`src/design/pfc_pkg.sv`:
```
/*
  constants shared by the pause and priority flow control configuration block:
  register offsets, field positions, reset values and timing counts.
  assumes a byte-addressed register port with one 32-bit word per register.
*/
package pfc_pkg;

  // ==========================================================================
  // register map
  localparam logic [7:0] PFC_OFS_SETUP  = 8'h00;  // pause_control_setup
  localparam logic [7:0] PFC_OFS_STATUS = 8'h04;  // live state, read only

  // ==========================================================================
  // pause_control_setup fields
  localparam int PFC_B_LINK_TX   = 30;
  localparam int PFC_B_LINK_RX   = 29;
  localparam int PFC_B_PRIO_TX   = 26;
  localparam int PFC_B_PRIO_RX   = 25;
  localparam int PFC_B_AUTO_RES  = 20;
  localparam int PFC_B_TXEN_LSB  = 8;
  localparam int PFC_B_RXEN_LSB  = 0;
  localparam int PFC_PRIOS       = 8;

  // reset values with and without priority support
  localparam logic [31:0] PFC_RST_FULL  = 32'h6010_ffff;
  localparam logic [31:0] PFC_RST_LINK  = 32'h6000_0000;
  // writable bits with and without priority support
  localparam logic [31:0] PFC_WMSK_FULL = 32'h6610_ffff;
  localparam logic [31:0] PFC_WMSK_LINK = 32'h6000_0000;

  // ==========================================================================
  // status register fields
  localparam int PFC_S_TX_HOLD   = 0;
  localparam int PFC_S_REQ_BUSY  = 1;
  localparam int PFC_S_CFG_WAIT  = 2;
  localparam int PFC_S_RXV_LSB   = 8;

  // ==========================================================================
  // timing: one pause quantum is 512 bit times; clock is 50 MHz (20 ns)
  localparam int PFC_CLK_NS       = 20;
  localparam int PFC_QUANTUM_NS   = 512;    // 512 bit times at 1 ns per bit
  localparam int PFC_QUANTUM_CYC  = (PFC_QUANTUM_NS + PFC_CLK_NS - 1) / PFC_CLK_NS;
  localparam int PFC_QW           = 16;     // quanta field width

  typedef enum logic [1:0] {
    PFC_TX_IDLE = 2'b00,
    PFC_TX_REQ  = 2'b01
  } pfc_tx_state_e;

endpackage

```
`src/design/pfc_timer_if.sv`:
```
/*
  carrier between the configuration top and one pause timer.
  assumes both ends run on ref_clk.
*/
`timescale 1ns/1ps
interface pfc_timer_if;
  logic                       load;    // one-cycle load strobe
  logic [pfc_pkg::PFC_QW-1:0] quanta;  // quanta to run, zero clears
  logic                       clear;   // abort the running pause
  logic                       busy;    // pause in force

  modport ctl (output load, output quanta, output clear, input busy);
  modport tmr (input load, input quanta, input clear, output busy);
endinterface

```
`src/design/pfc_pause_timer.sv`:
```
/*
  one pause timer: counts a number of pause quanta down in ref_clk cycles.
  assumes load, quanta and clear come from logic on the same clock.
*/
`timescale 1ns/1ps
module pfc_pause_timer #(
  parameter int QCYC = pfc_pkg::PFC_QUANTUM_CYC
) (
  input  wire logic   ref_clk,
  input  wire logic   srst,
  pfc_timer_if.tmr    tif
);
  import pfc_pkg::*;

  logic [PFC_QW-1:0] quanta_left;
  logic [15:0]       sub_cnt;

  // ==========================================================================
  // countdown: a zero-quanta load ends the pause at once
  always_ff @(posedge ref_clk) begin
    if (srst || tif.clear) begin
      quanta_left <= '0;
      sub_cnt     <= '0;
    end else if (tif.load) begin
      quanta_left <= tif.quanta;
      sub_cnt     <= 16'(QCYC - 1);
    end else if (quanta_left != '0) begin
      if (sub_cnt == 16'h0000) begin
        quanta_left <= quanta_left - 1'b1;
        sub_cnt     <= 16'(QCYC - 1);
      end else begin
        sub_cnt <= sub_cnt - 1'b1;
      end
    end
  end

  assign tif.busy = (quanta_left != '0);
endmodule

```
`src/design/pfc_flow_cfg.sv`:
```
/*
  pause and priority flow control configuration and gating for a 1G MAC.
  decides which client requests become transmitted control frames and how
  received control frames throttle the transmitter or reach the client.
  assumes client, mac transmit and mac receive logic all run on ref_clk.
*/
// Local design decisions: the register addresses and the plain strobed port.
// Functional notes
// - link pause tx enabled: client pause trigger sends one control frame
// - link pause tx disabled: client pause trigger ignored, no frame
// - link pause rx enabled: received pause frames hold transmitter for quanta
// - link pause rx disabled: received pause frames go to client, no hold
// - priority tx enabled: enabled priority request valid sends a priority frame
// - priority tx disabled: all priority request valid inputs ignored
// - priority rx enabled: received frame drives enabled, addressed priority valids
// - priority rx disabled: priority frames not acted on, passed to client
// - auto resume set: released enabled request sends zero-quanta frame
// - without priority support those bits reset to zero and do not exist
// - tx priority enable bits: both request edges send a priority frame
// - rx priority 7 enable: valid quanta for priority 7 drive its valid
// - rx priority 7 enable clear holds priority 7 valid at zero
// - rx priority 6 enable gates priority 6 like priority 7
// - rx priority 5..0 enables gate alike, reset to one with support
`timescale 1ns/1ps
module pfc_flow_cfg #(
  parameter bit PFC_SUPPORT = 1'b1,
  parameter int QCYC        = pfc_pkg::PFC_QUANTUM_CYC
) (
  input  wire logic                        ref_clk,
  input  wire logic                        srst,
  // register port
  input  wire logic [7:0]                  reg_addr,
  input  wire logic [31:0]                 reg_wdata,
  input  wire logic                        reg_wr,
  input  wire logic                        reg_rd,
  output logic      [31:0]                 reg_rdata,
  // client requests
  input  wire logic                        pause_req,
  input  wire logic                        tx_prio0_pause_valid,
  input  wire logic                        tx_prio1_pause_valid,
  input  wire logic                        tx_prio2_pause_valid,
  input  wire logic                        tx_prio3_pause_valid,
  input  wire logic                        tx_prio4_pause_valid,
  input  wire logic                        tx_prio5_pause_valid,
  input  wire logic                        tx_prio6_pause_valid,
  input  wire logic                        tx_prio7_pause_valid,
  // control frame requests to the mac transmitter
  output logic                             tx_fc_req,
  output logic                             tx_fc_pfc,
  output logic      [pfc_pkg::PFC_PRIOS-1:0] tx_fc_class,
  output logic      [pfc_pkg::PFC_PRIOS-1:0] tx_fc_zero,
  input  wire logic                        tx_fc_ack,
  output logic                             tx_pause_hold,
  // received control frames from the mac receiver
  input  wire logic                        rx_fc_busy,
  input  wire logic                        rx_fc_frame,
  input  wire logic                        rx_fc_pfc,
  input  wire logic [pfc_pkg::PFC_PRIOS-1:0] rx_fc_class,
  input  wire logic [127:0]                rx_fc_quanta,
  output logic                             rx_fc_forward,
  output logic                             rx_prio0_pause_valid,
  output logic                             rx_prio1_pause_valid,
  output logic                             rx_prio2_pause_valid,
  output logic                             rx_prio3_pause_valid,
  output logic                             rx_prio4_pause_valid,
  output logic                             rx_prio5_pause_valid,
  output logic                             rx_prio6_pause_valid,
  output logic                             rx_prio7_pause_valid
);
  import pfc_pkg::*;

  localparam logic [31:0] RST_VAL = PFC_SUPPORT ? PFC_RST_FULL : PFC_RST_LINK;
  localparam logic [31:0] WR_MSK  = PFC_SUPPORT ? PFC_WMSK_FULL : PFC_WMSK_LINK;

  logic [31:0]           setup_sw;    // value software sees
  logic [31:0]           setup_act;   // value the logic obeys
  logic                  at_boundary;
  logic                  link_tx_en;
  logic                  link_rx_en;
  logic                  prio_tx_en;
  logic                  prio_rx_en;
  logic                  auto_res;
  logic [PFC_PRIOS-1:0]  tx_prio_en;
  logic [PFC_PRIOS-1:0]  rx_prio_en;
  logic [PFC_PRIOS-1:0]  prio_req;
  logic [PFC_PRIOS-1:0]  prio_req_d;
  logic                  pause_req_d;
  logic [PFC_PRIOS-1:0]  new_rise;
  logic [PFC_PRIOS-1:0]  new_fall;
  logic                  new_lon;
  logic                  new_loff;
  logic [PFC_PRIOS-1:0]  pend_rise;
  logic [PFC_PRIOS-1:0]  pend_fall;
  logic                  pend_lon;
  logic                  pend_loff;
  logic                  issue;
  logic                  issue_link;
  pfc_tx_state_e         tx_state;
  pfc_tx_state_e         next_tx_state;
  logic [PFC_PRIOS-1:0]  prio_busy;
  logic [PFC_PRIOS-1:0]  rx_valid;

  pfc_timer_if tif [PFC_PRIOS+1] ();

  // quanta slot i of a received frame
  function automatic logic [PFC_QW-1:0] slot_q(input logic [127:0] q, input int i);
    slot_q = q[i*PFC_QW +: PFC_QW];
  endfunction

  // ==========================================================================
  // register file
  // boundary: no control frame waiting to go out and none being received
  assign at_boundary = (tx_state == PFC_TX_IDLE) && !rx_fc_busy;

  // software copy; bits that do not exist in a link-only build stay zero
  always_ff @(posedge ref_clk) begin
    if (srst) begin
      setup_sw <= RST_VAL;
    end else if (reg_wr && reg_addr == PFC_OFS_SETUP) begin
      setup_sw <= reg_wdata & WR_MSK;
    end
  end

  // working copy follows the software copy only between frames
  always_ff @(posedge ref_clk) begin
    if (srst) begin
      setup_act <= RST_VAL;
    end else if (at_boundary) begin
      setup_act <= setup_sw;
    end
  end

  // read data stand in the cycle after the read strobe
  always_ff @(posedge ref_clk) begin
    if (srst) begin
      reg_rdata <= 32'h0000_0000;
    end else if (reg_rd) begin
      case (reg_addr)
        PFC_OFS_SETUP:  reg_rdata <= setup_sw;
        PFC_OFS_STATUS: begin
          reg_rdata                                 <= 32'h0000_0000;
          reg_rdata[PFC_S_TX_HOLD]                  <= tx_pause_hold;
          reg_rdata[PFC_S_REQ_BUSY]                 <= tx_fc_req;
          reg_rdata[PFC_S_CFG_WAIT]                 <= (setup_sw != setup_act);
          reg_rdata[PFC_S_RXV_LSB +: PFC_PRIOS]     <= rx_valid;
        end
        default:        reg_rdata <= 32'h0000_0000;
      endcase
    end else begin
      reg_rdata <= 32'h0000_0000;
    end
  end

  // field decode of the working copy
  assign link_tx_en = setup_act[PFC_B_LINK_TX];
  assign link_rx_en = setup_act[PFC_B_LINK_RX];
  assign prio_tx_en = setup_act[PFC_B_PRIO_TX];
  assign prio_rx_en = setup_act[PFC_B_PRIO_RX];
  assign auto_res   = setup_act[PFC_B_AUTO_RES];
  assign tx_prio_en = setup_act[PFC_B_TXEN_LSB +: PFC_PRIOS];
  assign rx_prio_en = setup_act[PFC_B_RXEN_LSB +: PFC_PRIOS];

  // ==========================================================================
  // transmit requests
  assign prio_req = {tx_prio7_pause_valid, tx_prio6_pause_valid, tx_prio5_pause_valid,
                     tx_prio4_pause_valid, tx_prio3_pause_valid, tx_prio2_pause_valid,
                     tx_prio1_pause_valid, tx_prio0_pause_valid};

  // previous levels for edge detection
  always_ff @(posedge ref_clk) begin
    if (srst) begin
      prio_req_d  <= '0;
      pause_req_d <= 1'b0;
    end else begin
      prio_req_d  <= prio_req;
      pause_req_d <= pause_req;
    end
  end

  // edges that may cause a frame under the present enables
  assign new_lon  = link_tx_en & pause_req & ~pause_req_d;
  assign new_loff = link_tx_en & auto_res & ~pause_req & pause_req_d;
  assign new_rise = {PFC_PRIOS{prio_tx_en}} & tx_prio_en & prio_req & ~prio_req_d;
  assign new_fall = {PFC_PRIOS{prio_tx_en}} & tx_prio_en & ~prio_req & prio_req_d;

  assign issue      = (tx_state == PFC_TX_IDLE) &&
                      (pend_lon || pend_loff || pend_rise != '0 || pend_fall != '0);
  assign issue_link = pend_lon || pend_loff;

  // pending edges; a new edge wins over the clear of the one being issued
  always_ff @(posedge ref_clk) begin
    if (srst) begin
      pend_lon  <= 1'b0;
      pend_loff <= 1'b0;
      pend_rise <= '0;
      pend_fall <= '0;
    end else begin
      if (!link_tx_en) begin
        pend_lon  <= 1'b0;
        pend_loff <= 1'b0;
      end else if (issue && issue_link) begin
        pend_lon  <= new_lon;
        pend_loff <= new_loff;
      end else begin
        pend_lon  <= pend_lon | new_lon;
        pend_loff <= pend_loff | new_loff;
      end
      if (!prio_tx_en) begin
        pend_rise <= '0;
        pend_fall <= '0;
      end else if (issue && !issue_link) begin
        pend_rise <= new_rise;
        pend_fall <= new_fall;
      end else begin
        pend_rise <= pend_rise | new_rise;
        pend_fall <= pend_fall | new_fall;
      end
    end
  end

  // request handshake with the transmitter
  always_comb begin
    next_tx_state = tx_state;
    case (tx_state)
      PFC_TX_IDLE: if (issue) next_tx_state = PFC_TX_REQ;
      PFC_TX_REQ:  if (tx_fc_ack) next_tx_state = PFC_TX_IDLE;
      default:     next_tx_state = PFC_TX_IDLE;
    endcase
  end

  always_ff @(posedge ref_clk) begin
    if (srst) begin
      tx_state <= PFC_TX_IDLE;
    end else begin
      tx_state <= next_tx_state;
    end
  end

  // frame contents captured when the request is raised
  always_ff @(posedge ref_clk) begin
    if (srst) begin
      tx_fc_pfc   <= 1'b0;
      tx_fc_class <= '0;
      tx_fc_zero  <= '0;
    end else if (issue) begin
      if (issue_link) begin
        tx_fc_pfc   <= 1'b0;
        tx_fc_class <= '0;
        tx_fc_zero  <= {{(PFC_PRIOS-1){1'b0}}, ~pend_lon};
      end else begin
        tx_fc_pfc   <= 1'b1;
        tx_fc_class <= pend_rise | (pend_fall & {PFC_PRIOS{auto_res}});
        tx_fc_zero  <= pend_fall & ~pend_rise & {PFC_PRIOS{auto_res}};
      end
    end
  end

  assign tx_fc_req = (tx_state == PFC_TX_REQ);

  // ==========================================================================
  // receive side: timer 0..7 per priority, timer 8 for link pause
  genvar gi;
  generate
    for (gi = 0; gi <= PFC_PRIOS; gi++) begin : g_tmr
      pfc_pause_timer #(
        .QCYC (QCYC)
      ) u_tmr (
        .ref_clk (ref_clk),
        .srst    (srst),
        .tif     (tif[gi])
      );
    end
    for (gi = 0; gi < PFC_PRIOS; gi++) begin : g_prio
      assign tif[gi].load   = rx_fc_frame & rx_fc_pfc & prio_rx_en &
                              rx_fc_class[gi] & rx_prio_en[gi];
      assign tif[gi].quanta = slot_q(rx_fc_quanta, gi);
      assign tif[gi].clear  = ~prio_rx_en | ~rx_prio_en[gi];
      assign prio_busy[gi]  = tif[gi].busy;
    end
  endgenerate

  // link pause loads from quanta slot 0
  assign tif[PFC_PRIOS].load   = rx_fc_frame & ~rx_fc_pfc & link_rx_en;
  assign tif[PFC_PRIOS].quanta = slot_q(rx_fc_quanta, 0);
  assign tif[PFC_PRIOS].clear  = ~link_rx_en;

  // registered indications; enable bits gate them to zero
  always_ff @(posedge ref_clk) begin
    if (srst) begin
      rx_valid      <= '0;
      tx_pause_hold <= 1'b0;
    end else begin
      rx_valid      <= prio_busy & rx_prio_en & {PFC_PRIOS{prio_rx_en}};
      tx_pause_hold <= tif[PFC_PRIOS].busy & link_rx_en;
    end
  end

  // frames not consumed here are passed up to the client
  always_ff @(posedge ref_clk) begin
    if (srst) begin
      rx_fc_forward <= 1'b0;
    end else begin
      rx_fc_forward <= rx_fc_frame &
                       (rx_fc_pfc ? ~prio_rx_en : ~link_rx_en);
    end
  end

  assign rx_prio0_pause_valid = rx_valid[0];
  assign rx_prio1_pause_valid = rx_valid[1];
  assign rx_prio2_pause_valid = rx_valid[2];
  assign rx_prio3_pause_valid = rx_valid[3];
  assign rx_prio4_pause_valid = rx_valid[4];
  assign rx_prio5_pause_valid = rx_valid[5];
  assign rx_prio6_pause_valid = rx_valid[6];
  assign rx_prio7_pause_valid = rx_valid[7];

endmodule

```
`config.mk`:
```
export PLATFORM = sky130hd
export DESIGN_NAME = pfc_flow_cfg
export DESIGN_NICKNAME = d
export VERILOG_FILES = /design/src/design/pfc_pkg.sv /design/src/design/pfc_timer_if.sv /design/src/design/pfc_pause_timer.sv /design/src/design/pfc_flow_cfg.sv
export SDC_FILE = /design/constraint.sdc
export NUM_CORES = 1
export LEC_CHECK = 0
export ABC_AREA = 1
export ABC_CLOCK_PERIOD_IN_PS = 2700
export BUFFER_PORTS_ARGS = -buffer_cell sky130_fd_sc_hd__buf_2
export CAP_MARGIN = 20
export CORE_AREA = 2 2 191 287
export CTS_BUF_LIST = sky130_fd_sc_hd__clkbuf_16
export DETAILED_ROUTE_END_ITERATION = 10
export DIE_AREA = 0 0 193 289
export HOLD_SLACK_MARGIN = 0.02
export PLACE_DENSITY_LB_ADDON = 0.08
export RECOVER_POWER = 100
export SYNTH_ARGS = -nofsm -noshare
export SYNTH_HDL_FRONTEND = slang
export SYNTH_HIERARCHICAL = 1
export SYNTH_SLANG_ARGS = --single-unit
```
`constraint.sdc`:
```
create_clock -name ref_clk -period 2.7 [get_ports ref_clk]
set_input_delay 0 -clock ref_clk [delete_from_list [all_inputs] [get_ports ref_clk]]
set_output_delay 0 -clock ref_clk [all_outputs]
set_load 0.005 [all_outputs]
```
==> metrics.txt, run 1 <==
sw frac=between 50% and 60%; critical path class=in2reg; # rows=roughly 100; htree depth=2; Final setup viols=0; CP max FO=6; dpl cells=4808; GP Congestion=between 0.9 and 1; Die X=around 190 µm; Syn Std Cell Area=between 20000 and 25000 µm²; Unique masters post-synth=41; clock power share=18.0%; Post-layout nets=around 4600; Setup crit end kind=flop; clock-pin transition on the worst setup and hold timing paths=approximately 60 ps; PortBufs=between 200 and 250; cell internal pwr=between 15 and 20 mW; drt pass-1 iters=7; CP delay by family, top=buffers and inverters; Flop pwr share=21.0%; total gr overflow=0; Worst Path Buf+Inv=5; die area=roughly 56000 µm²; TritonCTS clock tree=yes; violated checks=max-capacitance violations, max-slew violations; Worst Clk Skew=between 15 and 20 ps; Post-CTS Setup Bufs=0; CP max stage cell=dlygate4sd3_1; Synth async-reset ratio=0%; share of layout cells above drive strength 1=a little over a tenth; DR vias=approximately 25000; post-synthesis compound-gate area fraction=9.08%; combinational share of power=approximately 60%; P_sw=18.1 mW; pin count of the biggest net entering global routing=42; adder-cell share of the synthesized area=under 10%; GRT Resource Usage Total=between 20 and 30%; routed length per instance=roughly 14 µm; Arr. time, crit path=3070 ps; cell count after synthesis=just under 4000; Slew Limit Headroom=-0.897%; Finished Layout Cells=about 5100; DP Wirelength=53800 µm; synth warn=6; RSZ-0062 raised after global routing=false; worst hold path class=in2reg; max-slew violations=42; worst slew pin tran=around 1500 ps; EDFF count, synth=0; largest family of logic cells by synthesized area=simple AND/OR/NAND/NOR gates; Core ar.=about 53000 µm²; Synth area leaders=dfxtp_1 (33%), nand2_1 (18%), nor2_1 (9.5%), inv_1 (6.3%), nand3_1 (5.5%); total of max-cap violations=1; effective utilization at floorplan=around 47%; post-route ant nets=0; global-route wire length before repair=117000 µm; CP Launch Type=input pin; drt via density=5.01; post-synthesis mux area share=0%; initial antenna violation count=7; crit-path cells=dlygate4sd3_1, clkbuf_1, nor2_1, dlygate4sd3_1, nand3_1, nor2_4, dlygate4sd3_1, nand2_1, a21oi_1, dlygate4sd3_1; Synth area leader=dfxtp_1; Period minus WS final=about 2600 ps; drc violations=0; total wire length=approximately 73000 µm; Fmax=approximately 390 MHz; Area growth syn-to-layout=19.3%; Synth Flop Type=dfxtp_1; Mapped Avg Cell Area=between 6 and 7 µm²; xor and xnor fraction of the mapped netlist area=roughly 3.0%; Crit path top cell by count=dlygate4sd3_1; DRT iter0 DRCs=roughly 1200; share of the synthesized area in the top cell type=about a third; root buffer cell=clkbuf_16; final hold violations=0; Synth Area in Simple Gates=about 44%; Die Height=289 µm; vias in the first global route=24200; total CTS buffers=44; Final Util=55.5%; static leakage=between 10 and 15 nW; Clock Tree Buf Depth=3; Sink Count=roughly 410; crit-path max cell delay=slightly below 700 ps; Seq/Total Area, Yosys=~33%; Yosys reg bits=406; fin crit share=a little over nine tenths; WP data required=~3200 ps; outcome=finished, violations left; clk_lat worst skew=between 500 and 600 ps; Setup TNS=0 ps; IO Pins=~250; VDD IR max=around 0.0009 V; Power per Cell Area=1200 nW/µm²
## final cells by class
cell class | count | area (µm²)
timing repair buffer | 464 | 3320
clock inverter | 29 | 343
inverter | 457 | 1740
sequential | 406 | 8130
antenna | 3 | 7.51
multi-input combinational | 2982 | 14100
clock buffer | 45 | 1130
tap | 689 | 862
fill | 5574 | 23700
## repair_timing
| action | in CTS | in global routing |
|---|---|---|
| hold buffers | 190 | 0 |
| gates resized for setup | 0 | 1 |
| endpoints found under the setup margin | 0 | 1 |
| hold endpoints to repair | 240 | 0 |
## power by group through the flow
stage          Sequential, mW  Clock, mW  Combinational [mW]
2_1_floorplan            7.35          0                18.4
3_3_place_gp             7.55          0                22.0
3_5_place_dp             7.54          0                22.1
4_1_cts                  7.42       6.58                22.4
5_1_grt                  7.53       6.80                24.7
6_report                 7.43       6.39                21.6
## cells in the mapped netlist, types with 6 or more instances
cell and count:
nand2_1 1168, nor3b_1 9, nand2_2 22, o21ai_0 122, o21a_1 9, buf_8 9, nor2_2 50, clkbuf_1 23
inv_1 414, nand3b_1 17, buf_4 19, nand2_4 18, nand4_1 75, nor4_1 6, clkinv_1 11, o22ai_1 9
nor2_4 35, nand3_1 274, nor2_1 630, inv_2 23, xnor2_1 30, nor3_1 78, nand4_4 9, buf_2 52
inv_4 9, xor2_1 54, o21bai_1 9, a21oi_1 229, nor3_2 17, dfxtp_1 406, ha_1 27, o211ai_1 18
nand3_4 15, a21oi_2 9, or2_2 9, o21ai_1 17
## worst paths after layout
check                 startpoint                              to  slack (ps)  cells after the start
hold / removal    rx_fc_class[5]  g_tmr[5].u_tmr/quanta_left[14]          40                      7
setup reg to reg   setup_act[25]  g_tmr[0].u_tmr/quanta_left[14]         260                     13
setup / recovery     reg_addr[3]                   reg_rdata[14]         150                     10
hold reg to reg     pend_fall[1]                    pend_fall[1]         460                      2
## metrics by stage
stage / area, µm² / hold WS (ps) / total power [mW] / setup slack [ps]
2_1_floorplan: 24900 / 135 / 25.7 / 800
3_3_place_gp: 26600 / 237 / 29.5 / 528
6_report: 29600 / 42.2 / 35.4 / 147
4_1_cts: 30000 / 26.7 / 36.4 / 163
5_1_grt: 29600 / 98.5 / 39.1 / 38.0
3_5_place_dp: 26600 / 245 / 29.6 / 511
## worst register-to-register path: cells and delay by family, from the launching register on
family                 cells  cell delay (ps)
buffers and inverters      4              740
DFF                        1              330
and+or+nand+nor            9             1320
## state kept, by name, summed over array words and instances, names as in the netlist, 21 cells and up
register                 flops
g_tmr.u_tmr/quanta_left    144
g_tmr.u_tmr/sub_cnt        144
reg_rdata                   21
setup_act                   21
setup_sw                    21
## logic make-up after synthesis
kind of cell,Yosys count
other,1
AO/OA/AOI/OAI,423
AND/OR/NAND/NOR,2437
flip-flops,406
buffers and inverters,563
XOR/XNOR,84
adder cells (fa/ha/maj),27
## per-layer routing
metal / track usage [%] / routed length (µm) / vias to the layer above
met4: 8.50 / 2140 / 10
met1: 30.5 / 31600 / 11500
met3: 4.00 / 3170 / 126
li1: - / - / 13300
met5: 0 / 66 / -
met2: 47.3 / 36500 / 518
## layout by cell type, fill, tap and decap left out, drive strengths merged, types with 11 or more instances in the layout
| cell type | n |
|---|---|
| nand2 | 1208 |
| buf | 228 |
| ha | 27 |
| xnor2 | 30 |
| clkinv | 24 |
| conb | 11 |
| clkbuf | 91 |
| nand4 | 84 |
| nand3b | 17 |
| nand3 | 294 |
| nor2 | 715 |
| xor2 | 54 |
| o21ai | 139 |
| dfxtp | 406 |
| dlygate4sd3 | 190 |
| a21oi | 238 |
| inv | 448 |
| o211ai | 18 |
| nor3 | 95 |
(Power assumes the default switching activity.)
==> run 2: changes to the inputs <==
Settings changed: BUFFER_PORTS_ARGS -buffer_cell sky130_fd_sc_hd__buf_2 to unset, CELL_PAD_IN_SITES_DETAIL_PLACEMENT set to 1, CELL_PAD_IN_SITES_GLOBAL_PLACEMENT set to 1, CORE_AREA 2 2 191 287 to 2 2 193 290, DIE_AREA 0 0 193 289 to 0 0 195 292, DONT_BUFFER_PORTS set to 1.
==> metrics.txt, run 2 (same netlist as run 1, synthesis figures left out) <==
outcome=complete, no violations; drt pass-1 iters=5 (-2); critical path class=reg2reg; total wire length=87000 µm (+18%); Core ar.=54400 µm² (+1.9%); DR vias=26200 (+3.2%); Setup crit end kind=flop; DP Wirelength=60800 µm (+13%); reg-to-reg startpoint=setup_act[25]; GRT Resource Usage Total=30.0% (+4.1 points); final hold violations=0 (unchanged); hold path startpoint=rx_fc_class[1]; TritonCTS clock tree=yes; initial antenna violation count=13 (+6); htree depth=2 (unchanged); DRT iter0 DRCs=873 (-28%); global-route wire length before repair=140000 µm (+19%); drc violations=0 (unchanged); Power, Total=35.9 mW (+1.4%); Setup TNS=0 ps (unchanged); setup slack, reg-to-reg=70 ps (-190 ps); combinational share of power=62.9% (+1.9 points); Die Height=292 µm (+1.0%); die area=56900 µm² (+2.1%); PortBufs=0 (-100%); Largest regs=g_tmr.u_tmr/quanta_left: 144 flops, g_tmr.u_tmr/sub_cnt: 144 flops; Power per Cell Area=1250 nW/µm² (+4.3%); Die X=195 µm (+1.0%); routed length per instance=17.7 µm (+22%); IO Pins=253 (unchanged); cell internal pwr=16.6 mW (-4.0%); total gr overflow=0 (unchanged); root buffer cell=clkbuf_16; CP max FO=7 (+1); Fmax=380 MHz (-2.9%); CP Launch Type=flop; most frequent cells in the layout=nand2_1 (1180), nor2_1 (644), inv_1 (421); Final Hold Slack=41.3 ps (-0.981 ps); clock power share=16.2% (-1.8 points); drt via density=5.33 (+6.5%); share of layout cells above drive strength 1=6.69% (-4.2 points); clock-pin transition on the worst setup and hold timing paths=60 ps (about the same); WP data required=3210 ps (about the same); final setup margin=71.6 ps (-75.6 ps); worst slew pin tran=1380 ps (-134 ps); GP Congestion=0.870 (-6.9%); Final setup viols=0 (unchanged); Finished Layout Cells=4919 (-3.1%); Clock Tree Buf Depth=3 (unchanged); CP max stage cell=dlygate4sd3_1; Flop pwr share=20.8% (-0.2 points); post-route ant nets=0 (unchanged); total of max-cap violations=0 (-1); Slew Limit Headroom=7.79% (+8.7 points); vias in the first global route=27800 (+15%); crit-path max cell delay=610 ps (-70 ps); end of the worst hold path=g_tmr[1].u_tmr/sub_cnt[3]; VDD IR max=0.00107 V (+20%); Arr. time, crit path=3140 ps (+70 ps); Post-layout nets=4403 (-3.8%); worst slack, placed=523 ps (+12.3 ps); Area growth syn-to-layout=16.0%; static leakage=13.6 nW (-5.2%); dpl cells=4587 (-4.6%); worst hold path cell count=6 (-1); crit-path cells=nand2_1, inv_1, nand2_2, buf_6, nor2_4, buf_6, nand2_1, dlygate4sd3_1, o21ai_1, dlygate4sd3_1, nor2_1, nor2_1; P_sw=19.3 mW (+6.6%); # rows=105 (+0.96%); clk_lat worst skew=580 ps (about the same); effective utilization at floorplan=45.7% (-0.89 points); R2R cell count=12 (-1); total CTS buffers=44 (unchanged); max-slew violations=0 (-100%); sw frac=53.7% (+2.6 points); most common cell after layout, fill and taps aside=nand2_1; worst hold path class=in2reg; Period minus WS final=2630 ps (+75.6 ps); Worst Clk Skew=17.1 ps (+0.485 ps); Sink Count=406 (unchanged); Worst R2R End=g_tmr[7].u_tmr/quanta_left[7]; RSZ-0062 raised after global routing=false; pin count of the biggest net entering global routing=56 (+33%); fin crit share=97.3% (+2.8 points)
run 2: worst max-delay path by stage:
stage,start,to,cells after the start
detailed placement,setup_act[25],g_tmr[5].u_tmr/sub_cnt[9],12
CTS,setup_act[25],g_tmr[2].u_tmr/quanta_left[7],12
finish,setup_act[25],g_tmr[7].u_tmr/quanta_left[7],12
global route,setup_act[25],g_tmr[7].u_tmr/quanta_left[7],12
global placement,setup_act[25],g_tmr[5].u_tmr/sub_cnt[10],12
floorplan,setup_act[25],g_tmr[0].u_tmr/quanta_left[13],14
run 2: through the flow:
step	area (µm²)	utilization, %
2_1_floorplan	24900	-
3_3_place_gp	25500	46.8
3_5_place_dp	25500	46.8
4_1_cts	29200	53.7
5_1_grt	28800	52.9
6_report	28800	52.9
run 2: critical path: cells and delay by family, from the launching register on:
kind,cells,cell delay [ps]
simple gates,6,520
buf+inv,5,1620
compound gates,1,100
flops,1,330
run 2: area by class of cell:
cell class	count	area, µm²
flip-flops and latches	406	8130
multi-input cells	2982	13900
fillers	7448	25600
clock buffers	45	1130
clock inverters	34	200
inverters	457	1740
well taps	695	870
repair buffers	292	2790
diodes	8	20.0
run 2: layer usage:
| layer | part of all wire (%) | track usage, % |
|---|---|---|
| met1 | 39 | 31.9 |
| met2 | 52 | 57.4 |
| met3 | 4.1 | 4.77 |
| met4 | 4.4 | 13.3 |
| met5 | 0.067 | 0 |
run 2: power by group through the flow:
stage | clock, mW | sequential (mW) | combinational, mW
2_1_floorplan | 0 | 7.35 | 18.4
3_3_place_gp | 0 | 7.57 | 22.4
3_5_place_dp | 0 | 7.58 | 22.8
4_1_cts | 5.97 | 7.46 | 23.4
5_1_grt | 6.19 | 7.58 | 25.6
6_report | 5.82 | 7.48 | 22.6
run 2: what timing repair did:
action	CTS	global route
hold endpoints to repair	378	0
resized for setup	0	8
hold buffers	239	0
buffers inserted	0	5
setup endpoints to repair	0	3
==> run 3: changes to the inputs <==
Settings changed: HOLD_SLACK_MARGIN 0.02 to 0.15.
==> metrics.txt, run 3 (same netlist as run 1, synthesis figures left out) <==
WP data required=3220 ps (about the same); crit-path cells=buf_2, nand2_1, nor2_1, buf_4, clkinv_1, nor2_1, nand3_1, dlygate4sd3_1, nand2_1; Slew Limit Headroom=8.84% (+1.0 points); Final Util=55.3% (+2.3 points); max-slew violations=0 (unchanged); Worst Clk Skew=17.6 ps (+0.541 ps); end of the worst hold path=tx_state[0]; CP max FO=11 (+4); Post-layout nets=4511 (+2.5%); reg-to-reg startpoint=setup_act[25]; drt via density=5.38 (+0.90%); Setup TNS=0 ps (unchanged); CP Launch Type=flop; M1 wire length=36100 µm (+6.6%); effective utilization at floorplan=45.7% (unchanged); Die X=195 µm (unchanged); static leakage=14.0 nW (+2.8%); most frequent cells in the layout=nand2_1 (1181), nor2_1 (637), inv_1 (422); share of layout cells above drive strength 1=7.05% (+0.36 points); TritonCTS clock tree=yes; Finished Layout Cells=5032 (+2.3%); clock-pin transition on the worst setup and hold timing paths=60 ps (about the same); hold path startpoint=tx_fc_ack; total wire length=93400 µm (+7.4%); global-route wire length before repair=148000 µm (+6.1%); worst hold path cell count=4 (-2); worst slack, placed=523 ps (unchanged); htree depth=2 (unchanged); worst hold path class=in2reg; root buffer cell=clkbuf_16; Sink Count=406 (unchanged); total CTS buffers=44 (unchanged); final setup margin=81.5 ps (+9.86 ps); most common cell after layout, fill and taps aside=nand2_1; metal2 WL=48700 µm (+6.9%); # rows=105 (unchanged); final hold violations=0 (unchanged); top sig layer=met5; Area growth syn-to-layout=21.1%; die area=56900 µm² (unchanged); critical path class=reg2reg; Worst R2R End=g_tmr[2].u_tmr/quanta_left[12]; clk_lat worst skew=580 ps (about the same); vias in the first global route=29200 (+5.1%); DR vias=27100 (+3.2%); Period minus WS final=2620 ps (-9.86 ps); Arr. time, crit path=3140 ps (about the same); Power per Cell Area=1230 nW/µm² (-1.2%); DRT iter0 DRCs=944 (+8.1%); crit-path max cell delay=560 ps (-50 ps); pin count of the biggest net entering global routing=56 (unchanged); placed instance area=25500 µm² (unchanged); CP max stage cell=dlygate4sd3_1; Final setup viols=0 (unchanged); post-route ant nets=0 (unchanged); Core ar.=54400 µm² (unchanged); GRT Resource Usage Total=31.9% (+2.0 points); outcome=complete, no violations; Largest regs=g_tmr.u_tmr/quanta_left: 144 flops, g_tmr.u_tmr/sub_cnt: 144 flops; Clock Tree Buf Depth=3 (unchanged); post-route cell area=30100 µm² (+4.4%); total gr overflow=0 (unchanged); drt pass-1 iters=7 (+2); Setup crit end kind=flop; total of max-cap violations=0 (unchanged); DP Wirelength=60800 µm (unchanged); worst slew pin tran=1360 ps (-15.7 ps); Die Height=292 µm (unchanged); R2R cell count=9 (-3); VDD IR max=0.00108 V (+0.83%); Final Hold Slack=184 ps (+143 ps); GP Congestion=0.870 (unchanged); fin crit share=97.0% (-0.37 points); routed length per instance=18.6 µm (+5.0%); Fmax=382 MHz (+0.38%); initial antenna violation count=17 (+4); drc violations=0 (unchanged); WL met3=3930 µm (+9.4%); dpl cells=4587 (unchanged); PortBufs=0 (unchanged); setup slack, reg-to-reg=80 ps (about the same); Power, Total=37.0 mW (+3.1%); IO Pins=253 (unchanged)
run 3: cell count changes in the layout (fill, tap and decap cells not counted), moves of 3 or more:
cell and change:
dlygate4sd3_1 +103, nand3_1 -8, nor2_1 -7, nand3_4 +6
diode_2 +5, nor2_4 +4, buf_6 +3, nand4_1 -3
nand4_4 +3, nor2_2 +3
run 3: how the worst max path moves through the flow:
| stage | start | end | slack, ps |
|---|---|---|---|
| final | setup_act[25] | g_tmr[2].u_tmr/quanta_left[12] | 80 |
| after global routing | g_tmr[7].u_tmr/quanta_left[0] | g_tmr[7].u_tmr/quanta_left[14] | -10 |
| after CTS | setup_act[25] | g_tmr[1].u_tmr/quanta_left[7] | 20 |
| after detailed placement | setup_act[25] | g_tmr[5].u_tmr/sub_cnt[9] | 520 |
| after global placement | setup_act[25] | g_tmr[5].u_tmr/sub_cnt[10] | 580 |
| after floorplan | setup_act[25] | g_tmr[0].u_tmr/quanta_left[13] | 800 |
run 3: final cells by class:
cell class	instances	area, µm²
Fill cell	7355	24300
Multi-Input combinational cell	2982	14100
Sequential cell	406	8130
Timing Repair Buffer	400	3870
Inverter	457	1740
Clock buffer	45	1130
Tap cell	695	870
Clock inverter	34	200
Antenna cell	13	32.5
run 3: layer usage:
metal / global-route usage (%) / vias to the layer above
li1: - / 13200
met1: 33.3 / 13100
met2: 61.1 / 602
met3: 5.41 / 246
met4: 15.7 / 10
met5: 0 / -
run 3: timing repair:
| action | in CTS | in global routing |
|---|---|---|
| resized for setup | 0 | 14 |
| hold buffers | 342 | 1 |
| endpoints found under the hold margin | 406 | 3 |
| endpoints found under the setup margin | 0 | 20 |
| setup buffers | 0 | 10 |
run 3: worst max-delay path, delay by kind of cell (launching register included):
| kind | cells | cell delay (ps) |
|---|---|---|
| and+or+nand+nor | 5 | 700 |
| buffers and inverters | 4 | 1530 |
| DFF | 1 | 320 |
run 3: power breakdown:
part           total, mW  switching, mW  internal [mW]
clock network       5.88           2.68           3.20
logic               23.7           16.6           7.09
registers           7.50          0.808           6.69
